File: src/logic/riu_pkg.sv
`default_nettype none
package riu_pkg;
  localparam int PC_W = 21;
  localparam int STK_DEPTH = 31;
  localparam int STK_PTR_W = 5;
  localparam logic [15:0] OP_IRQ_RET_BASE = 16'h0010;
  localparam logic [15:0] OP_SUB_RET_BASE = 16'h0012;
  localparam logic [15:0] OP_RET_MASK = 16'hFFFE;
  localparam logic [7:0] OP_LIT_RET_HI = 8'h0C;
  localparam logic [1:0] PHASE_Q1 = 2'h0;
  localparam logic [1:0] PHASE_Q4 = 2'h3;
  localparam logic [1:0] PHASE_RST = 2'h0;
  localparam logic [PC_W-1:0] PC_RST = 21'h00_0000;
  localparam logic [7:0] BYTE_RST = 8'h00;
  localparam logic [STK_PTR_W-1:0] PTR_RST = 5'h00;

  typedef enum logic [1:0] {RIU_NONE, RIU_IRQ_RET, RIU_LIT_RET, RIU_SUB_RET} riu_op_type;

  typedef struct packed {
    logic [7:0] working;
    logic [7:0] status;
    logic [7:0] bank;
  } riu_ctx_type;
endpackage : riu_pkg
`default_nettype wire

File: src/logic/riu_return_unit.sv
// Function
// - Decode interrupt return opcode, pop stack, load popped top into PC.
// - Interrupt return sets high or low priority global interrupt enable.
// - Select bit 1 restores working, status, bank from shadows; 0 leaves them.
// - Return instructions never change the PC upper and high latches.
// - Decode literal return, write 8-bit literal into working register.
// - Literal return also pops stack into PC in the same phase.
// - Decode subroutine return with select bit, pop to PC, no interrupt enable set.
// - A pop makes the entry below the discarded top the new top.
`default_nettype none
module riu_return_unit
  import riu_pkg::*;
(
  input  wire logic            CLK_I,
  input  wire logic            RST_I,
  input  wire logic [15:0]     INSTR_I,
  input  wire logic            INSTR_VALID_I,
  input  wire logic            PUSH_I,
  input  wire logic [PC_W-1:0] PUSH_ADDR_I,
  input  wire logic            IPEN_I,
  input  wire logic            HIGH_PRIO_ACTIVE_I,
  input  wire riu_ctx_type     SHADOW_I,
  input  wire riu_ctx_type     LIVE_I,
  output logic [PC_W-1:0]      PC_O,
  output logic                 PC_WE_O,
  output riu_ctx_type          CTX_O,
  output logic                 CTX_WE_O,
  output logic                 STATUS_WE_O,
  output logic                 HIGH_PRIO_GLOBAL_IRQ_ENABLE_O,
  output logic                 LOW_PRIO_GLOBAL_IRQ_ENABLE_O,
  output logic                 FLUSH_O,
  output logic [PC_W-1:0]      STACK_TOP_VALUE_O,
  output logic [STK_PTR_W-1:0] STACK_PTR_O,
  output logic [1:0]           PHASE_O
);

  function automatic riu_op_type decode_op(input logic [15:0] ins);
    if ((ins & OP_RET_MASK) == OP_IRQ_RET_BASE) begin
      return RIU_IRQ_RET;
    end else if ((ins & OP_RET_MASK) == OP_SUB_RET_BASE) begin
      return RIU_SUB_RET;
    end else if (ins[15:8] == OP_LIT_RET_HI) begin
      return RIU_LIT_RET;
    end
    return RIU_NONE;
  endfunction : decode_op

  function automatic logic stack_full(input logic [STK_PTR_W-1:0] ptr);
    return ptr == STK_PTR_W'(STK_DEPTH);
  endfunction : stack_full

  function automatic logic stack_empty(input logic [STK_PTR_W-1:0] ptr);
    return ptr == PTR_RST;
  endfunction : stack_empty

  logic [PC_W-1:0]      stack_ff [STK_DEPTH];
  logic [STK_PTR_W-1:0] ptr_ff;
  logic [STK_PTR_W-1:0] nxt_ptr;
  logic [1:0]           phase_ff;
  logic [1:0]           nxt_phase;
  riu_op_type           op_ff;
  riu_op_type           nxt_op;
  logic [15:0]          ins_ff;
  logic [15:0]          nxt_ins;
  logic                 bubble_ff;
  logic                 nxt_bubble;
  logic [PC_W-1:0]      pc_ff;
  logic [PC_W-1:0]      nxt_pc;
  logic                 pc_we_ff;
  logic                 nxt_pc_we;
  riu_ctx_type          ctx_ff;
  riu_ctx_type          nxt_ctx;
  logic                 ctx_we_ff;
  logic                 nxt_ctx_we;
  logic                 st_we_ff;
  logic                 nxt_st_we;
  logic                 hi_en_ff;
  logic                 nxt_hi_en;
  logic                 lo_en_ff;
  logic                 nxt_lo_en;
  logic                 pop;
  logic                 push_ok;
  logic                 wr_en;
  logic [PC_W-1:0]      top;

  // Empty stack reads as zero
  assign top = stack_empty(ptr_ff) ? PC_RST : stack_ff[ptr_ff - 5'h01];
  assign pop = (phase_ff == PHASE_Q4) && (op_ff != RIU_NONE);

  // Push dropped during a pop or when full
  assign push_ok = PUSH_I && !pop && !stack_full(ptr_ff);
  assign wr_en = push_ok && !RST_I;

  // Sequencing: phase count, captured opcode, refill bubble
  always_comb begin
    nxt_phase = phase_ff + 2'h1;
    nxt_op = op_ff;
    nxt_ins = ins_ff;
    nxt_bubble = bubble_ff;
    if (phase_ff == PHASE_Q1) begin
      // Word offered during the refill cycle is dropped
      if (bubble_ff) begin
        nxt_op = RIU_NONE;
        nxt_bubble = 1'b0;
      end else begin
        nxt_op = INSTR_VALID_I ? decode_op(INSTR_I) : RIU_NONE;
        nxt_ins = INSTR_I;
      end
    end
    if (pop) begin
      nxt_bubble = 1'b1;
    end
  end

  always_ff @(posedge CLK_I) begin
    if (RST_I) begin
      phase_ff <= PHASE_RST;
      op_ff <= RIU_NONE;
      ins_ff <= 16'h0000;
      bubble_ff <= 1'b0;
    end else begin
      phase_ff <= nxt_phase;
      op_ff <= nxt_op;
      ins_ff <= nxt_ins;
      bubble_ff <= nxt_bubble;
    end
  end

  // Results: popped address, context write-back, enable pulses
  always_comb begin
    nxt_pc = pc_ff;
    nxt_pc_we = 1'b0;
    // Unwritten fields carry the live values
    nxt_ctx = LIVE_I;
    nxt_ctx_we = 1'b0;
    nxt_st_we = 1'b0;
    nxt_hi_en = 1'b0;
    nxt_lo_en = 1'b0;
    if (pop) begin
      nxt_pc = top;
      nxt_pc_we = 1'b1;
      unique case (op_ff)
        RIU_LIT_RET: begin
          nxt_ctx.working = ins_ff[7:0];
          nxt_ctx_we = 1'b1;
        end
        RIU_IRQ_RET, RIU_SUB_RET: begin
          if (ins_ff[0]) begin
            nxt_ctx = SHADOW_I;
            nxt_ctx_we = 1'b1;
            nxt_st_we = 1'b1;
          end
          if (op_ff == RIU_IRQ_RET) begin
            nxt_hi_en = !IPEN_I || HIGH_PRIO_ACTIVE_I;
            nxt_lo_en = IPEN_I && !HIGH_PRIO_ACTIVE_I;
          end
        end
        RIU_NONE: begin
        end
      endcase
    end
  end

  always_ff @(posedge CLK_I) begin
    if (RST_I) begin
      pc_ff <= PC_RST;
      pc_we_ff <= 1'b0;
      ctx_ff <= '0;
      ctx_we_ff <= 1'b0;
      st_we_ff <= 1'b0;
      hi_en_ff <= 1'b0;
      lo_en_ff <= 1'b0;
    end else begin
      pc_ff <= nxt_pc;
      pc_we_ff <= nxt_pc_we;
      ctx_ff <= nxt_ctx;
      ctx_we_ff <= nxt_ctx_we;
      st_we_ff <= nxt_st_we;
      hi_en_ff <= nxt_hi_en;
      lo_en_ff <= nxt_lo_en;
    end
  end

  // Stack pointer: a pop wins over a push
  always_comb begin
    nxt_ptr = ptr_ff;
    if (pop && !stack_empty(ptr_ff)) begin
      nxt_ptr = ptr_ff - 5'h01;
    end else if (push_ok) begin
      nxt_ptr = ptr_ff + 5'h01;
    end
  end

  always_ff @(posedge CLK_I) begin
    if (RST_I) begin
      ptr_ff <= PTR_RST;
    end else begin
      ptr_ff <= nxt_ptr;
    end
  end

  // Storage has no reset: slots at or above the pointer are never read
  always_ff @(posedge CLK_I) begin
    if (wr_en) begin
      stack_ff[ptr_ff] <= PUSH_ADDR_I;
    end
  end

  assign PC_O = pc_ff;
  assign PC_WE_O = pc_we_ff;
  assign CTX_O = ctx_ff;
  assign CTX_WE_O = ctx_we_ff;
  assign STATUS_WE_O = st_we_ff;
  assign HIGH_PRIO_GLOBAL_IRQ_ENABLE_O = hi_en_ff;
  assign LOW_PRIO_GLOBAL_IRQ_ENABLE_O = lo_en_ff;
  assign FLUSH_O = bubble_ff;
  assign STACK_TOP_VALUE_O = top;
  assign STACK_PTR_O = ptr_ff;
  assign PHASE_O = phase_ff;

endmodule : riu_return_unit
`default_nettype wire

File: config.mk
export PLATFORM = sky130hd
export DESIGN_NAME = riu_return_unit
export DESIGN_NICKNAME = d
export VERILOG_FILES = /design/src/logic/riu_pkg.sv /design/src/logic/riu_return_unit.sv
export SDC_FILE = /design/constraint.sdc
export NUM_CORES = 1
export LEC_CHECK = 0
export ABC_CLOCK_PERIOD_IN_PS = 4970
export BUFFER_PORTS_ARGS = -buffer_cell sky130_fd_sc_hd__buf_2
export CORE_UTILIZATION = 35
export DETAILED_ROUTE_END_ITERATION = 6
export SETUP_SLACK_MARGIN = 0.5
export SYNTH_ARGS = -nofsm -noshare
export SYNTH_HDL_FRONTEND = slang
export SYNTH_SLANG_ARGS = --single-unit
File: constraint.sdc
create_clock -name CLK_I -period 4.97 [get_ports CLK_I]
set_input_delay 0.7455 -clock CLK_I [delete_from_list [all_inputs] [get_ports CLK_I]]
set_output_delay 0.7455 -clock CLK_I [all_outputs]
set_load 0.02 [all_outputs]
Yosys cells after proc, flatten, opt, wreduce, memory -nomap -nowiden:

Memories as Yosys holds them, arrays and structs flattened.
Cells that the tools add are included.

* bits in registers: 68
* bits in writable memories: 651
* input bits: 91
* logic and storage cells: 78
* memories: 1

* add/subtract/negate cells: 3
* eq/ne operators: 8
* multiplexer cells: 25
* bitwise gates (word level): 4
* reductions and logical operators: 23

Memories
* stack_ff: words 31, width 21, rd ports 1, clocked after memory_dff 0, write ports 1, line riu_return_unit.sv:56 `logic [PC_W-1:0] stack_ff [STK_DEPTH];`

Operators by type and width (count)
* 24-bit 2-to-1 mux: 2
* 15-bit by 4-bit equality test with 1-bit output (second input constant): 2
* 21-bit 2-to-1 mux: 1
* 16-bit 2-to-1 mux: 1
* 8-bit case mux with 2 select lines: 1
* 2-bit 2-to-1 mux: 6
* 1-bit 2-to-1 mux: 11
* 5-bit 2-to-1 mux: 2
* 8-bit by 4-bit equality test with 1-bit output (second input constant): 1
* 2-bit equality test (second input constant): 3
* 1-bit logical AND: 6
* 1-bit logical NOT: 6
* 2-bit nonzero test: 3
* 5-bit by 1-bit adder with 5-bit output (second input constant): 1
* 5-bit equality test (second input constant): 1
* 5-bit logical NOT: 1
* 5-bit by 1-bit subtractor with 5-bit output (second input constant): 1
* 1-bit inverter: 4
* 2-bit OR reduction: 2
* 4-bit OR reduction: 1
* 3-bit OR reduction: 1
* 2-bit by 1-bit adder with 2-bit output (second input constant): 1
* 2-bit by 1-bit equality test with 1-bit output (second input constant): 1
* 2-bit logical NOT: 1
* other kinds (3): 3

Logic depth before layout (Yosys ltp):

* word-level depth: 9
* gate-level depth with buffers: 15

Worst setup path before layout:

No wires, ideal clock.

* path kind: flip-flop to output port
* start: register ptr_ff[0], in the netlist STACK_PTR_O[0]
* end: output STACK_TOP_VALUE_O[10]
* data arrival time: 3.457 ns
* required time: 4.225 ns
* path slack: 0.768 ns
* cell stages (with the launch flop): 15
* buffers on the path: 8
* cells stage by stage: dfxtp_1 buf_6 buf_6 buf_6 buf_6 buf_2 inv_1 ha_1 clkbuf_1 buf_2 clkbuf_1 mux4_2 mux2i_1 nor2_1 a221o_1

* word-level cells in the longest chain between the ends: 3
* elaborated cells between the ends (all ways): 4
* those cells by class: 1 x add/sub; 1 x mux; 1 x reduce/logical; 1 x memory

Ends and longest elaborated chain
* from (decl): line riu_return_unit.sv:57 `logic [STK_PTR_W-1:0] ptr_ff;`
* from (signal assigned): line riu_return_unit.sv:198 `ptr_ff <= nxt_ptr;`
* 5-bit by 1-bit subtractor with 5-bit output: line riu_return_unit.sv:87 `assign top = stack_empty(ptr_ff) ? PC_RST : stack_ff[ptr_ff - 5'h01];`
* memory read 31 x 21 bit
* 21-bit 2-to-1 mux (*): line riu_return_unit.sv:87
* to (decl): line riu_return_unit.sv:32 `output logic [PC_W-1:0] STACK_TOP_VALUE_O,`

Every way passes the cells marked *; elsewhere a longest branch is shown, timed or not.

Worst setup path after layout:

* start: register ptr_ff[1], in the netlist STACK_PTR_O[1]
* end: output STACK_TOP_VALUE_O[7]

Same word-level chain as after synthesis.

==> run_results.csv <==
group,metric,value,unit
power_and_ir_drop,p_int,0.01048,W
floorplanning,io_pins,170,
synth,synth_flop_cell,"edfxtp_1",
critical_path,crit_path_max_fanout,14,
critical_path,arrival,3.57,ns
final_layout,num-fill-cells,6944,
synth,syn_avg_cell_area,18.81,sq um
global_route,grt_pass1_wl,108.8,mm
drt,first_pass_iters,7,
sta,tightest_slew,0.8995,ns
placement,placed_cell_area,30590,sq um
floorplanning,core,79260,sq um
global_route,grt_max_degree,96,
sta,slew_viol_final,0,
cts,cts.path.max_buffers,3,
synth,yosysWarnings,0,
synth,syn_nets,1596,
sta,fin_crit,4.311,ns
cts,clk_pin_slew,0.07,ns
power_and_ir_drop,clkPwrFrac,40.1,%
sta,period_share,86.74,%
critical_path,cp-end-kind,"output pin",
synth,yosysSeqAreaShare,74.27,%
sta,finClkSkew,0.02845,ns
power_and_ir_drop,leakage,10.98,nW
critical_path,crit_start,"STACK_PTR_O[1]",
global_route,track_usage,18.70,%
synth,synth-seq-cells,719,
critical_path,required,4.22,ns
placement,post-place-cells,2691,
sta,tns,0,ns
cts,clock_sinks,719,
sta,timing.fmax,232.0,MHz
final_layout,layout-drive-gt1-share,31.88,%
synth,ys_types,51,
critical_path,cp-start-kind,"flip-flop",
sta,rsz0062_at_grt,"no",
power_and_ir_drop,power_density,412.6,nW/um^2
final_layout,syn_to_final_growth,17.32,%
drt,drc,0,
cts,clockRootBuffer,"clkbuf_16",
synth,netlist_area,28150,sq um
synth,synthCells,1497,
cts,cts-buffers-inserted,71,
global_route,grt_pass1_vias,15318,
synth,synth_edf_count,651,
drt,avgViaCountPerCell,5.370,
final_layout,final_common_cell,"edfxtp_1",
final_layout,fin_util,41.68,%
cts,worstSkewPairLatency,0.62,ns
final_layout,final_area,33030,sq um
worst_hold_path,hp-start,"SHADOW_I[22]",
placement,gp_congestion,0.9174,
placement,port_buffers,169,
power_and_ir_drop,p_sw_share,23.13,%
global_route,grt_antenna_before_repair,13,
power_and_ir_drop,power_frac_comb,11.1,%
sta,setup_viol,0,
floorplanning,start_util,35.52,%
critical_path,path_class,"reg -> out",
final_layout,diodes,0,
placement,dpl.hpwl,47.01,mm
sta,hold_viol,0,
drt,wl_per_cell,27.11,um
final_layout,fin_cells,2822,
global_route,grt_overflow,0,
floorplanning,die_w,285.6,um
synth,async_reset_ff_share,0,%
drt,drt_iter0_markers,1684,
drt,wl,76.52,mm
floorplanning,die_h,285.6,um
final_layout,final_cell_mix,"edfxtp_1, buf_2, mux4_2",
cts,htreeDepth,3,
drt,vias,15153,
sta,slew_headroom,40.04,%
final_layout,nets,1821,
cts,postCtsHoldBufs,0,
power_and_ir_drop,p_sw,0.003152,W
critical_path,r2r_start,"STACK_PTR_O[0]",
power_and_ir_drop,ir_worst_vdd,0.0002417,V
run_status,status,"completed",
drt,antenna_left,0,
worst_hold_path,hold_path.class,"in -> reg",
floorplanning,die_area,81580,sq um
run,maxCapViolations,0,
cts,cts_tree,"built",
power_and_ir_drop,pwr-share-seq,48.7,%
floorplanning,row_count,103,
==> path summary, 6_finish.rpt <==
check                              end  slack (ns)  cells after the start
hold reg to reg              ins_ff[7]        0.46                      2
hold / removal               CTX_O[22]        0.36                      3
setup reg to reg        stack_ff[0][6]        1.31                      9
setup / recovery  STACK_TOP_VALUE_O[7]        0.66                     10
==> worst max-delay path, stage by stage, from the launching register on <==
cell and delay [ns]:
dfxtp_2 0.41, inv_1 0.19, ha_2 0.38, xor2_4 0.21
buf_12 0.18, buf_4 0.24, mux4_2 0.32, a22oi_1 0.22
nand3_1 0.21, a221o_1 0.42, buf_2 0.16
==> cell families (layout without fill, tap and decap cells) <==
| group | after synthesis | in the layout | synth area share [%] |
|---|---|---|---|
| and+or+nand+nor | 291 | 291 | 4.662 |
| buffers and inverters | 100 | 375 | 1.991 |
| adders and majority gates | 8 | 8 | 0.3555 |
| xor gates and xnor gates | 4 | 4 | 0.1245 |
| AOI/OAI and AO/OA | 163 | 163 | 4.431 |
| DFF | 719 | 719 | 74.27 |
| muxes | 212 | 212 | 14.17 |
==> cell type report <==
class	count	area [sq um]	share of cell area, %
clock inverters	32	402.9	1.220
flip-flops and latches	719	20920	63.32
repair buffers	240	1583	4.792
inverters	12	45.04	0.1364
clock buffers	91	1934	5.856
well taps	1050	1314	3.977
multi-input cells	678	6835	20.69
==> power by group through the flow <==
| stage | combinational, W | sequential [W] | clock (W) |
|---|---|---|---|
| floorplan | 0.000909 | 0.00678 | 0 |
| global placement | 0.00147 | 0.00677 | 0 |
| detailed placement | 0.00149 | 0.00677 | 0 |
| global route | 0.00160 | 0.00664 | 0.00578 |
| CTS | 0.00153 | 0.00664 | 0.00556 |
| finish | 0.00152 | 0.00664 | 0.00547 |
==> cell usage after synthesis (3+ instances only) <==
| cell | instances | area share (%) |
|---|---|---|
| a211o_1 | 23 | 0.72 |
| a21oi_1 | 30 | 0.53 |
| a221o_1 | 21 | 0.75 |
| a222oi_1 | 5 | 0.18 |
| a22oi_1 | 9 | 0.24 |
| a22oi_2 | 10 | 0.44 |
| a31oi_1 | 4 | 0.089 |
| a32oi_1 | 4 | 0.12 |
| and3_1 | 6 | 0.13 |
| buf_2 | 16 | 0.28 |
| buf_4 | 8 | 0.21 |
| buf_6 | 18 | 0.72 |
| clkbuf_1 | 45 | 0.60 |
| dfxtp_1 | 68 | 4.8 |
| edfxtp_1 | 651 | 69 |
| ha_1 | 8 | 0.36 |
| inv_1 | 12 | 0.16 |
| mux2_2 | 22 | 0.88 |
| mux2i_1 | 43 | 1.5 |
| mux4_2 | 147 | 12 |
| nand2_1 | 127 | 1.7 |
| nand2b_1 | 10 | 0.22 |
| nand3_1 | 25 | 0.44 |
| nand3b_1 | 4 | 0.11 |
| nor2_1 | 74 | 0.99 |
| nor2b_1 | 26 | 0.58 |
| nor3_1 | 5 | 0.089 |
| nor4b_1 | 3 | 0.093 |
| o211ai_1 | 19 | 0.51 |
| o21ai_0 | 7 | 0.12 |
| o21ai_1 | 20 | 0.36 |
==> sequential cells by signal (all words and copies together) (netlist names) <==
name / count
stack_ff: 651
STACK_PTR_O: 5
PC_WE_O: 1
STATUS_WE_O: 1
CTX_O: 24
PHASE_O: 2
LOW_PRIO_GLOBAL_IRQ_ENABLE_O: 1
PC_O: 21
HIGH_PRIO_GLOBAL_IRQ_ENABLE_O: 1
FLUSH_O: 1
CTX_WE_O: 1
ins_ff: 8
op_ff: 2
==> routing by layer <==
metal  wire length [um]  track usage (%)  vias to the layer above
met3               6357            4.131                      123
met2              37320            31.09                      639
met4               2090            6.310                       14
li1                   -                -                     6460
met5                 73                0                        -
met1              30680            24.23                     7917
==> repair_timing <==
item | CTS | global route
gates cloned | 0 | 0
resized for setup | 4 | 1
pin swaps | 1 | 0
endpoints found under the setup margin | 21 | 15
buffers inserted | 8 | 0
==> metrics by stage <==
step	hold slack, ns	power, W	worst slack [ns]
final	0.3647	0.01363	0.6591
after global routing	0.3639	0.01402	0.5443
after detailed placement	0.4470	0.008261	0.6906
after global placement	0.4400	0.008239	0.7922
after floorplan	0.4357	0.007691	0.7676
after CTS	0.3349	0.01373	0.5635
(Power assumes the default switching activity.)
